**src/common/lds_cfg.svh**
```systemverilog
// Constants of the LED driver power-up and fault sequencer
`ifndef LDS_CFG_SVH
`define LDS_CFG_SVH

// ----------------------------------------------------------------
// Clock and channel count
// ----------------------------------------------------------------
`define LDS_CLK_MHZ 25
`define LDS_NCH 2

// ----------------------------------------------------------------
// Timing figures and derived cycle counts
// ----------------------------------------------------------------
`define LDS_FIRST_HIGH_NS 2000
`define LDS_FIRST_HIGH_CYC ((`LDS_FIRST_HIGH_NS * `LDS_CLK_MHZ + 999) / 1000)
`define LDS_DET_MIN_CYC 3000
`define LDS_DET_MAX_CYC 4000
`define LDS_DET_CYC 3500
`define LDS_GF1_CYC 10000
`define LDS_GF2_NS 3000
`define LDS_GF2_CYC ((`LDS_GF2_NS * `LDS_CLK_MHZ) / 1000)
`define LDS_ENLOW_CYC 32750
`define LDS_TMR_W 16

`endif

```
**src/common/lds_pkg.sv**
```systemverilog
// Types of the LED driver power-up and fault sequencer
`default_nettype none
`include "lds_cfg.svh"

package lds_pkg;

  // Gray along off, gate, detect, soft start, run
  typedef enum logic [2:0] {
    LDS_OFF    = 3'b000,
    LDS_GATE   = 3'b001,
    LDS_DETECT = 3'b011,
    LDS_SOFT   = 3'b010,
    LDS_RUN    = 3'b110,
    LDS_FAULT  = 3'b100,
    LDS_SLEEP  = 3'b101
  } lds_state_e;

  typedef enum logic [1:0] {
    LDS_CH_NONE   = 2'h0,
    LDS_CH_SHORT  = 2'h1,
    LDS_CH_UNUSED = 2'h2,
    LDS_CH_USED   = 2'h3
  } lds_class_e;

  // Comparator outputs of the LED pins
  typedef struct packed {
    logic [`LDS_NCH-1:0] above_detect;
    logic [`LDS_NCH-1:0] below_short;
    logic [`LDS_NCH-1:0] above_inuse;
  } lds_led_cmp_s;

  // Drives to the analog power stage
  typedef struct packed {
    logic gate_on;
    logic switch_en;
    logic ss_mode;
    logic [`LDS_NCH-1:0] sink_en;
    logic [`LDS_NCH-1:0] fb_mask;
  } lds_drive_s;

endpackage : lds_pkg

`default_nettype wire

```
**src/design/lds_chan.sv**
```systemverilog
// Classifier of one LED pin at the end of the detect delay
`timescale 1ns/100ps
`default_nettype none

module lds_chan (
  // Clock and reset
  input wire logic clk_sys,
  input wire logic resetn,
  // Control
  input wire logic clear,
  input wire logic sample,
  // Comparators
  input wire logic below_short,
  input wire logic above_inuse,
  // Result
  output lds_pkg::lds_class_e cls
);
  import lds_pkg::*;

  typedef struct packed {
    lds_class_e cls;
  } lds_chan_s;

  lds_chan_s s;
  lds_chan_s next_s;

  always_comb
  begin
    next_s = s;
    if (clear)
      next_s.cls = LDS_CH_NONE;
    else if (sample)
    begin
      if (below_short)
        next_s.cls = LDS_CH_SHORT;
      else if (above_inuse)
        next_s.cls = LDS_CH_USED;
      else
        next_s.cls = LDS_CH_UNUSED;
    end
  end

  always_ff @(posedge clk_sys or negedge resetn)
  begin
    if (!resetn)
      s <= '{cls: LDS_CH_NONE};
    else
      s <= next_s;
  end

  assign cls = s.cls;
endmodule : lds_chan

`default_nettype wire

```
**src/design/lds_seq.sv**
```systemverilog
// Power-up, LED detect and disconnect-switch fault sequencer
`timescale 1ns/100ps
`default_nettype none
`include "lds_cfg.svh"

module lds_seq #(
  parameter int unsigned NCH = `LDS_NCH,
  parameter int unsigned FIRST_HIGH_CYC = `LDS_FIRST_HIGH_CYC,
  parameter int unsigned DET_CYC = `LDS_DET_CYC,
  parameter int unsigned GF1_CYC = `LDS_GF1_CYC,
  parameter int unsigned ENLOW_CYC = `LDS_ENLOW_CYC
) (
  // Clock and reset
  input wire logic clk_sys,
  input wire logic resetn,
  // Host and supply
  input wire logic en_dim_in,
  input wire logic undervoltage_lockout_clear,
  input wire logic freq_set_sync_pin_low,
  // Disconnect switch comparators
  input wire logic gate_at_level,
  input wire logic ocp_1x,
  input wire logic ocp_2x,
  // LED pin comparators
  input wire lds_pkg::lds_led_cmp_s led_cmp,
  input wire logic led_headroom_ok,
  // Power stage drives
  output lds_pkg::lds_drive_s drive,
  // Open-drain fault pin and status
  output logic fault_out,
  output logic fault_oe,
  output logic low_power
);
  import lds_pkg::*;

  localparam int unsigned W = `LDS_TMR_W;
  localparam int DET_MIN = `LDS_DET_MIN_CYC;
  localparam int DET_MAX = `LDS_DET_MAX_CYC;

  // ----------------------------------------------------------------
  // State
  // ----------------------------------------------------------------
  typedef struct packed {
    lds_state_e st;
    logic judge;
    logic short_hold;
    lds_drive_s drv;
    logic fault_out;
    logic fault_oe;
    logic low_power;
  } lds_seq_s;

  lds_seq_s s;
  lds_seq_s next_s;

  logic active;
  logic en_hi_done;
  logic en_lo_done;
  logic ocp1_done;
  logic det_done;
  logic det_run;
  logic sample;
  logic [NCH-1:0] used_vec;
  logic [NCH-1:0] short_vec;
  lds_class_e cls [NCH];

  assign active = (s.st == LDS_GATE) || (s.st == LDS_DETECT) ||
                  (s.st == LDS_SOFT) || (s.st == LDS_RUN);
  assign det_run = (s.st == LDS_DETECT) && !s.judge && !s.short_hold &&
                   (|led_cmp.above_detect);
  assign sample = det_run && det_done;

  // ----------------------------------------------------------------
  // Timers
  // ----------------------------------------------------------------
  lds_tmr #(.W(W), .TERM(W'(FIRST_HIGH_CYC))) u_en_hi (
    .clk_sys(clk_sys),
    .resetn(resetn),
    .run(en_dim_in && ((s.st == LDS_OFF) || (s.st == LDS_SLEEP))),
    .done(en_hi_done)
  );

  // Counts in every state but sleep, so an enable held low for the full count ends in sleep unless supply lockout forces off
  lds_tmr #(.W(W), .TERM(W'(ENLOW_CYC))) u_en_lo (
    .clk_sys(clk_sys),
    .resetn(resetn),
    .run(!en_dim_in && (s.st != LDS_SLEEP)),
    .done(en_lo_done)
  );

  lds_tmr #(.W(W), .TERM(W'(GF1_CYC))) u_ocp1 (
    .clk_sys(clk_sys),
    .resetn(resetn),
    .run(active && ocp_1x),
    .done(ocp1_done)
  );

  lds_tmr #(.W(W), .TERM(W'(DET_CYC))) u_det (
    .clk_sys(clk_sys),
    .resetn(resetn),
    .run(det_run),
    .done(det_done)
  );

  // ----------------------------------------------------------------
  // Channel classifiers
  // ----------------------------------------------------------------
  genvar g;
  generate
    for (g = 0; g < NCH; g++)
    begin : g_ch
      lds_chan u_chan (
        .clk_sys(clk_sys),
        .resetn(resetn),
        .clear(s.st == LDS_OFF),
        .sample(sample),
        .below_short(led_cmp.below_short[g]),
        .above_inuse(led_cmp.above_inuse[g]),
        .cls(cls[g])
      );
      assign used_vec[g] = (cls[g] == LDS_CH_USED);
      assign short_vec[g] = (cls[g] == LDS_CH_SHORT);
    end
  endgenerate

  // ----------------------------------------------------------------
  // Sequencer
  // ----------------------------------------------------------------
  always_comb
  begin
    next_s = s;
    case (s.st)
      LDS_OFF, LDS_SLEEP:
      begin
        next_s.judge = 1'b0;
        next_s.short_hold = 1'b0;
        if (s.st == LDS_SLEEP && en_dim_in)
          next_s.st = LDS_OFF;
        else if (s.st == LDS_OFF && en_hi_done && undervoltage_lockout_clear && !freq_set_sync_pin_low)
          next_s.st = LDS_GATE;
      end
      LDS_GATE:
        if (gate_at_level)
          next_s.st = LDS_DETECT;
      LDS_DETECT:
        if (s.judge)
        begin
          next_s.judge = 1'b0;
          if (|short_vec)
            next_s.short_hold = 1'b1;
          else if (|used_vec)
            next_s.st = LDS_SOFT;
          else
            next_s.st = LDS_FAULT;
        end
        else if (s.short_hold)
        begin
          // Released pins rerun the whole delay before soft start
          if (!(|(short_vec & led_cmp.below_short)))
            next_s.short_hold = 1'b0;
        end
        else if (sample)
          next_s.judge = 1'b1;
      LDS_SOFT:
        if (led_headroom_ok)
          next_s.st = LDS_RUN;
      LDS_RUN:
        next_s.st = LDS_RUN;
      LDS_FAULT:
        if (!en_dim_in)
          next_s.st = LDS_OFF;
      default:
        next_s.st = LDS_OFF;
    endcase

    // Fast trip bypasses the filter; the slow one needs its full count
    if (active && (ocp_2x || ocp1_done))
      next_s.st = LDS_FAULT;
    if (en_lo_done && (s.st != LDS_SLEEP))
      next_s.st = LDS_SLEEP;
    if (!undervoltage_lockout_clear)
      next_s.st = LDS_OFF;

    next_s.drv.gate_on = (next_s.st == LDS_GATE) || (next_s.st == LDS_DETECT) ||
                         (next_s.st == LDS_SOFT) || (next_s.st == LDS_RUN);
    next_s.drv.switch_en = (next_s.st == LDS_SOFT) || (next_s.st == LDS_RUN);
    next_s.drv.ss_mode = (next_s.st == LDS_SOFT);
    next_s.drv.sink_en = next_s.drv.switch_en ? used_vec : '0;
    next_s.drv.fb_mask = next_s.drv.switch_en ? used_vec : '0;
    next_s.fault_out = 1'b0;
    next_s.fault_oe = (next_s.st == LDS_FAULT);
    next_s.low_power = (next_s.st == LDS_SLEEP);
  end

  always_ff @(posedge clk_sys or negedge resetn)
  begin
    if (!resetn)
      s <= '{st: LDS_OFF, drv: '0, default: 1'b0};
    else
      s <= next_s;
  end

  assign drive = s.drv;
  assign fault_out = s.fault_out;
  assign fault_oe = s.fault_oe;
  assign low_power = s.low_power;

  // ----------------------------------------------------------------
  // Checks
  // ----------------------------------------------------------------
  logic [W-1:0] det_chk;

  always_ff @(posedge clk_sys or negedge resetn)
  begin
    if (!resetn)
      det_chk <= '0;
    else if (!det_run)
      det_chk <= '0;
    else if (det_chk != '1)
      det_chk <= det_chk + W'(1);
  end
endmodule : lds_seq

`default_nettype wire

```
**src/design/lds_tmr.sv**
```systemverilog
// Saturating cycle counter with run and clear
`timescale 1ns/100ps
`default_nettype none

module lds_tmr #(
  parameter int unsigned W = 16,
  parameter logic [W-1:0] TERM = '1
) (
  // Clock and reset
  input wire logic clk_sys,
  input wire logic resetn,
  // Control
  input wire logic run,
  output logic done
);
  typedef struct packed {
    logic [W-1:0] cnt;
  } lds_tmr_s;

  lds_tmr_s s;
  lds_tmr_s next_s;

  // Dropping run clears, so only consecutive cycles count
  always_comb
  begin
    next_s = s;
    if (!run)
      next_s.cnt = '0;
    else if (s.cnt != TERM)
      next_s.cnt = s.cnt + W'(1);
  end

  always_ff @(posedge clk_sys or negedge resetn)
  begin
    if (!resetn)
      s <= '0;
    else
      s <= next_s;
  end

  assign done = (s.cnt == TERM);
endmodule : lds_tmr

`default_nettype wire

```
**config.mk**
```make
export PLATFORM = sky130hd
export DESIGN_NAME = lds_seq
export DESIGN_NICKNAME = d
export VERILOG_FILES = /design/src/common/lds_pkg.sv /design/src/design/lds_chan.sv /design/src/design/lds_seq.sv /design/src/design/lds_tmr.sv
export VERILOG_INCLUDE_DIRS = /design/src /design/src/common
export SDC_FILE = /design/constraint.sdc
export NUM_CORES = 1
export LEC_CHECK = 0
export BUFFER_PORTS_ARGS = -buffer_cell sky130_fd_sc_hd__buf_2
export CELL_PAD_IN_SITES_DETAIL_PLACEMENT = 1
export CELL_PAD_IN_SITES_GLOBAL_PLACEMENT = 1
export CORE_MARGIN = 2
export CORE_UTILIZATION = 51
export CTS_CLUSTER_DIAMETER = 30
export DETAILED_ROUTE_END_ITERATION = 10
export GPL_ROUTABILITY_DRIVEN = 0
export PLACE_DENSITY = 0.92
export SETUP_SLACK_MARGIN = 0.4
export SKIP_LAST_GASP = 1
export SLEW_MARGIN = 15
export SYNTH_ARGS = -nofsm -noshare
export SYNTH_HDL_FRONTEND = slang
export SYNTH_SLANG_ARGS = --single-unit
```
**constraint.sdc**
```tcl
create_clock -name clk_sys -period 4.5 [get_ports clk_sys]
set_clock_uncertainty 0.2 [all_clocks]
set_input_delay 1.125 -clock clk_sys [delete_from_list [all_inputs] [get_ports clk_sys]]
set_output_delay 1.125 -clock clk_sys [all_outputs]
set_load 0.1 [all_outputs]
```
## Yosys cells after proc, flatten, opt, wreduce, memory -nomap -nowiden

Cells that the tools add are included.

| word-level totals | value |
|---|---|
| flip-flop bits (word level) | 80 |
| input port bits | 15 |
| word-level logic and storage cells | 121 |

| operators by class | value |
|---|---|
| add/subtract/negate cells | 4 |
| equality and inequality tests | 30 |
| muxes and demuxes | 36 |
| bitwise logic cells | 1 |
| reduce and logical (&&, ||, !) cells | 35 |

Operators with widths:

| kind | number |
|---|---|
| $mux W16 | 8 |
| $add A16 B1 Y16 const B | 4 |
| $mux W3 | 11 |
| $eq A3 B3 Y1 const B | 6 |
| $pmux W3 S6 | 1 |
| $eq A16 B12 Y1 const B | 1 |
| $eq A16 B14 Y1 const B | 1 |
| $eq A16 B15 Y1 const B | 1 |
| $eq A16 B6 Y1 const B | 1 |
| $mux W2 | 8 |
| $ne A16 B12 Y1 const B | 1 |
| $ne A16 B14 Y1 const B | 1 |
| $ne A16 B15 Y1 const B | 1 |
| $ne A16 B6 Y1 const B | 1 |
| $logic_and A1 B1 Y1 | 13 |
| $eq A3 B2 Y1 const B | 4 |
| $reduce_or A2 Y1 | 5 |
| $logic_or A1 B1 Y1 | 9 |
| $mux W1 | 7 |
| $eq A3 B1 Y1 const B | 2 |
| $ne A2 B2 Y1 const B | 3 |
| $eq A2 B1 Y1 const B | 2 |
| $eq A2 B2 Y1 const B | 2 |
| $logic_not A1 Y1 | 4 |
| 8 further kinds | 9 |

## Logic depth before layout (Yosys ltp)

| depth | value |
|---|---|
| depth after elaboration | 14 |
| gate-level depth with buffers | 8 |
| mapped depth without buffers | 7 |

## Cells and area by module

A second synthesis with hierarchy kept.

| second synthesis, totals | value |
|---|---|
| cells, all modules | 452 |
| area total of the unflattened synthesis | 4,483.0 um^2 |

Modules (own cells, without submodules):

| module | times used | cells each | area each (um^2) |
|---|---|---|---|
| lds_tmr at u_ocp1 | 1 | 93 | 890.9 |
| lds_tmr at u_en_hi | 1 | 86 | 880.8 |
| lds_tmr at u_en_lo | 1 | 84 | 867.1 |
| lds_tmr at u_det | 1 | 88 | 849.6 |
| lds_seq | 1 | 85 | 819.5 |
| lds_chan | 2 | 8 | 87.6 |

## Worst setup path before layout

No wires, ideal clock.

| timing path | value |
|---|---|
| path kind | input to register |
| start | in led_cmp[5] in the netlist's numbering |
| end | reg g_ch[0].u_chan.s (netlist bit g_ch[0].u_chan.cls[0]) |
| setup time | 0.122 ns |
| arrival | 2.534 ns |
| setup slack | 1.644 ns |
| stages | 7 |
| path buffers | 2 |
| cell sequence | o21ai_0 > or4_4 > buf_6 > or4_4 > buf_6 > nor3_2 > a21oi_1 |

| between the ends | value |
|---|---|
| word-level cells in the longest chain between the ends | 4 |

RTL lines:

| what | RTL line | source |
|---|---|---|
| start, declared | lds_seq.sv:25 | `input wire lds_pkg::lds_led_cmp_s led_cmp,` |
| $reduce_or A2 Y1 | lds_seq.sv:70 | `(\|led_cmp.above_detect);` |
| $logic_and A1 B1 Y1 | lds_seq.sv:69 | `assign det_run = (s.st == LDS_DETECT) && !s.judge && !s.short_hold &&` |
| $logic_and A1 B1 Y1 | lds_seq.sv:71 | `assign sample = det_run && det_done;` |
| $reduce_bool A2 Y1 (no source line) | - |  |
| end signal, assigned | lds_chan.sv:46 | `s <= '{cls: LDS_CH_NONE};` |
| end signal, assigned | lds_chan.sv:48 | `s <= next_s;` |
| end, declared | lds_chan.sv:24 | `lds_chan_s s;` |

No other way between the ends.
A chain may end at the register's enable or synchronous reset.

## Worst setup path after layout

| timing path | value |
|---|---|
| start | in led_cmp[5] in the netlist's numbering |
| end | reg g_ch[1].u_chan.s (netlist bit g_ch[1].u_chan.cls[0]) |

| between the ends | value |
|---|---|
| word-level cells in the longest chain between the ends | 4 |

RTL lines:

| what | RTL line |
|---|---|
| $reduce_or A2 Y1 | lds_seq.sv:70 |
| $logic_and A1 B1 Y1 | lds_seq.sv:69 |
| $logic_and A1 B1 Y1 | lds_seq.sv:71 |
| $reduce_bool A2 Y1 (no source line) | - |
| end signal, assigned | lds_chan.sv:46 |
| end signal, assigned | lds_chan.sv:48 |
| end, declared | lds_chan.sv:24 |

No other way between the ends.

==> flow_summary_export.csv <==
group,metric,value,unit
critical_path,crit_type,"primary input to flip-flop",
yosys,syn_nets,467,
timing,fmax,378.3,MHz
global_routing,antenna_found_initial,0,
yosys,ys.flop_type,"dfrtp_1",
timing,finalCritPeriodShare,58.74,%
place,numPortBuffers,23,
yosys,synthXorXnorAreaFrac,9.485,%
hold_path,worstHoldPathType,"flip-flop to flip-flop",
yosys,synth_cells,444,
global_routing,grt_max_degree,81,
yosys,synth_compound_area_share,7.317,%
critical_path,path_max_fanout,17,
yosys,muxShareOfSynthArea,0.7528,%
yosys,ys_types,51,
routing,drt_wl_total,9530,um
clocking,clkTransAtPathRegs,80,ps
critical_path,start_kind,"primary input",
timing,setup_viol,0,
timing,period_needed,2643,ps
yosys,synth_edf_count,0,
routing,drc_errors,0,
clocking,cts.sinks,80,
finish,synthToLayoutAreaGrowth,8.401,%
clocking,htree_levels,3,
yosys,synthAdderAreaFrac,2.409,%
timing,rsz0062_at_grt,"no",
finish,final_common_cell,"dfrtp_1",
critical_path,endpoint_kind,"flip-flop",
die,start_util,53.22,%
clocking,cts_setup_buffers,0,
routing,drt_iter0_drc,97,
timing,tightest_slew,1030,ps
routing,via_per_inst,5.761,
yosys,ys_seq_area_share,48.18,%
yosys,ys_ff_latch,80,
global_routing,grt_overflow,0,
die,num_rows,32,
pwr,ir_drop,0.1415,mV
clocking,clk_root_buffer_cell,"clkbuf_8",
yosys,syn_area_per_cell,9.359,um2
die,core-area,7807,um2
timing,timing.slew.headroom,31.34,%
yosys,yosys.area_share.simple,27.25,%
global_routing,grt_pass1_vias,3385,
yosys,synth_top_family_by_area,"simple AND/OR/NAND/NOR gates",
global_routing,grt_usage,23.53,%
timing,final-hold-violation-count,0,
clocking,tritoncts,"done",
clocking,hold_buffers,0,
flow_run,drv_cap,0,
finish,multi_input_area,1969,um2
yosys,yosys_warnings,0,
clocking,cts_resized,0,
routing,wl_per_cell,16.90,um
critical_path,critPathRequiredTime,4540,ps
yosys,async_reset_ff_share,100.0,%
finish,seqCellArea,2002,um2
clocking,clk_latency,350,ps
die,fp.dieW,94.27,um
die,die_area,8886,um2
run_status,status,"completed",
routing,drtAntennaViolNets,0,
routing,dr.pass1.iters,4,
yosys,netlist_area,4155,um2
finish,diodes,0,
clocking,cts_buffers,9,
timing,slew_viol_final,0,
finish,drive_gt1_share,10.61,%
finish,fillerInstances,916,
die,die_h,94.27,um
global_routing,grt_first_pass_wirelength,16350,um
timing,tns,0,ps
finish,fin_area,4504,um2
clocking,clk_path_buf_depth,2,
place,dp_hpwl,6409,um
finish,num-nets-final,481,
finish,final_cell_mix,"dfrtp_1, nor2_1, nand2_1",
place,placed_area,4280,um2
die,io_pins,25,
routing,vias,3249,
pwr,power_per_cell_area,303.7,nW/um2
critical_path,cp.arrival,2680,ps
pwr,p_leak,1.886,nW
-- path summary, 6_finish.rpt --
check | from | to | slack, ps | cells past startpoint
worst min-delay path | u_en_lo.s[15] | u_en_lo.s[15] | 350 | 2
worst min register to register | u_en_lo.s[15] | u_en_lo.s[15] | 350 | 2
worst max register to register | s[14] | g_ch[1].u_chan.cls[0] | 1960 | 5
worst max-delay path | led_cmp[5] | g_ch[1].u_chan.cls[0] | 1860 | 6
min in group asynchronous | resetn | u_ocp1.s[13] | 740 | 1
max in group asynchronous | resetn | u_en_lo.s[6] | 2700 | 1
-- sequential cells by signal (all words and copies together), names as in the netlist --
register         cells
drive                5
fault_oe             1
g_ch.u_chan.cls      4
low_power            1
s                    5
u_det.s             16
u_en_hi.s           16
u_en_lo.s           16
u_ocp1.s            16
-- cells by family after synthesis --
family	count (synthesis)
buffers and inverters	38
muxes	3
DFF	80
xor gates and xnor gates	45
and+or+nand+nor	216
other	1
AOI/OAI and AO/OA	53
adders and majority gates	8
-- power breakdown --
part | total, mW | switching (mW) | internal, mW
combinational | 0.0459 | 0.0342 | 0.0117
sequential | 0.729 | 0.00672 | 0.723
clock | 0.593 | 0.254 | 0.339
-- layer usage --
metal  wire length [um]  track usage, %  vias to the layer above
met2               4852           39.76                       39
met1               4270           30.36                     1654
met5                  0               0                        -
met3                254           4.815                       12
li1                   -               -                     1544
met4                153           7.367                        0
-- through the flow --
stage | utilization [%] | instances | hold WS, ps | total power [mW] | setup WS, ps
2_1_floorplan | - | 444 | 287.9 | 0.7610 | 1644
3_3_place_gp | 54.82 | 549 | 321.0 | 0.7867 | 1551
3_5_place_dp | 54.82 | 549 | 324.9 | 0.7896 | 1482
4_1_cts | 57.64 | 564 | 347.7 | 1.385 | 1867
5_1_grt | 57.69 | 564 | 376.0 | 1.420 | 1758
6_report | 57.69 | 564 | 348.0 | 1.368 | 1857
-- critical path, cell delays in order --
cell     delay, ps
buf_2           70
o21ai_0         70
or4_4          560
or4_4          640
nor3_2         140
a21oi_1         60
-- Yosys cell counts (4+ instances only) --
cell / n / area (um2)
dfrtp_1: 80 / 2002
a21oi_1: 18 / 90.09
xor2_1: 24 / 210.2
nor2_1: 68 / 255.2
clkbuf_1: 9 / 33.78
nor3b_1: 5 / 37.54
o21a_1: 4 / 30.03
xnor2_1: 21 / 183.9
ha_1: 8 / 100.1
o21ai_0: 16 / 80.08
nor4b_1: 4 / 35.03
or3_1: 13 / 81.33
and3_1: 9 / 56.30
nand3_1: 25 / 125.1
buf_4: 8 / 60.06
nand2_1: 37 / 138.9
inv_1: 18 / 67.56
nand4_1: 16 / 100.1
nor3_1: 12 / 60.06
-- cell type report --
cell class,instances,area share (%)
Timing Repair Buffer,23,2.611
Inverter,18,1.500
Tap cell,102,2.833
Multi-Input combinational cell,326,43.72
Sequential cell,80,44.44
Clock inverter,3,1.444
Clock buffer,12,3.444
No activity file was read; power rests on OpenSTA's default activity.
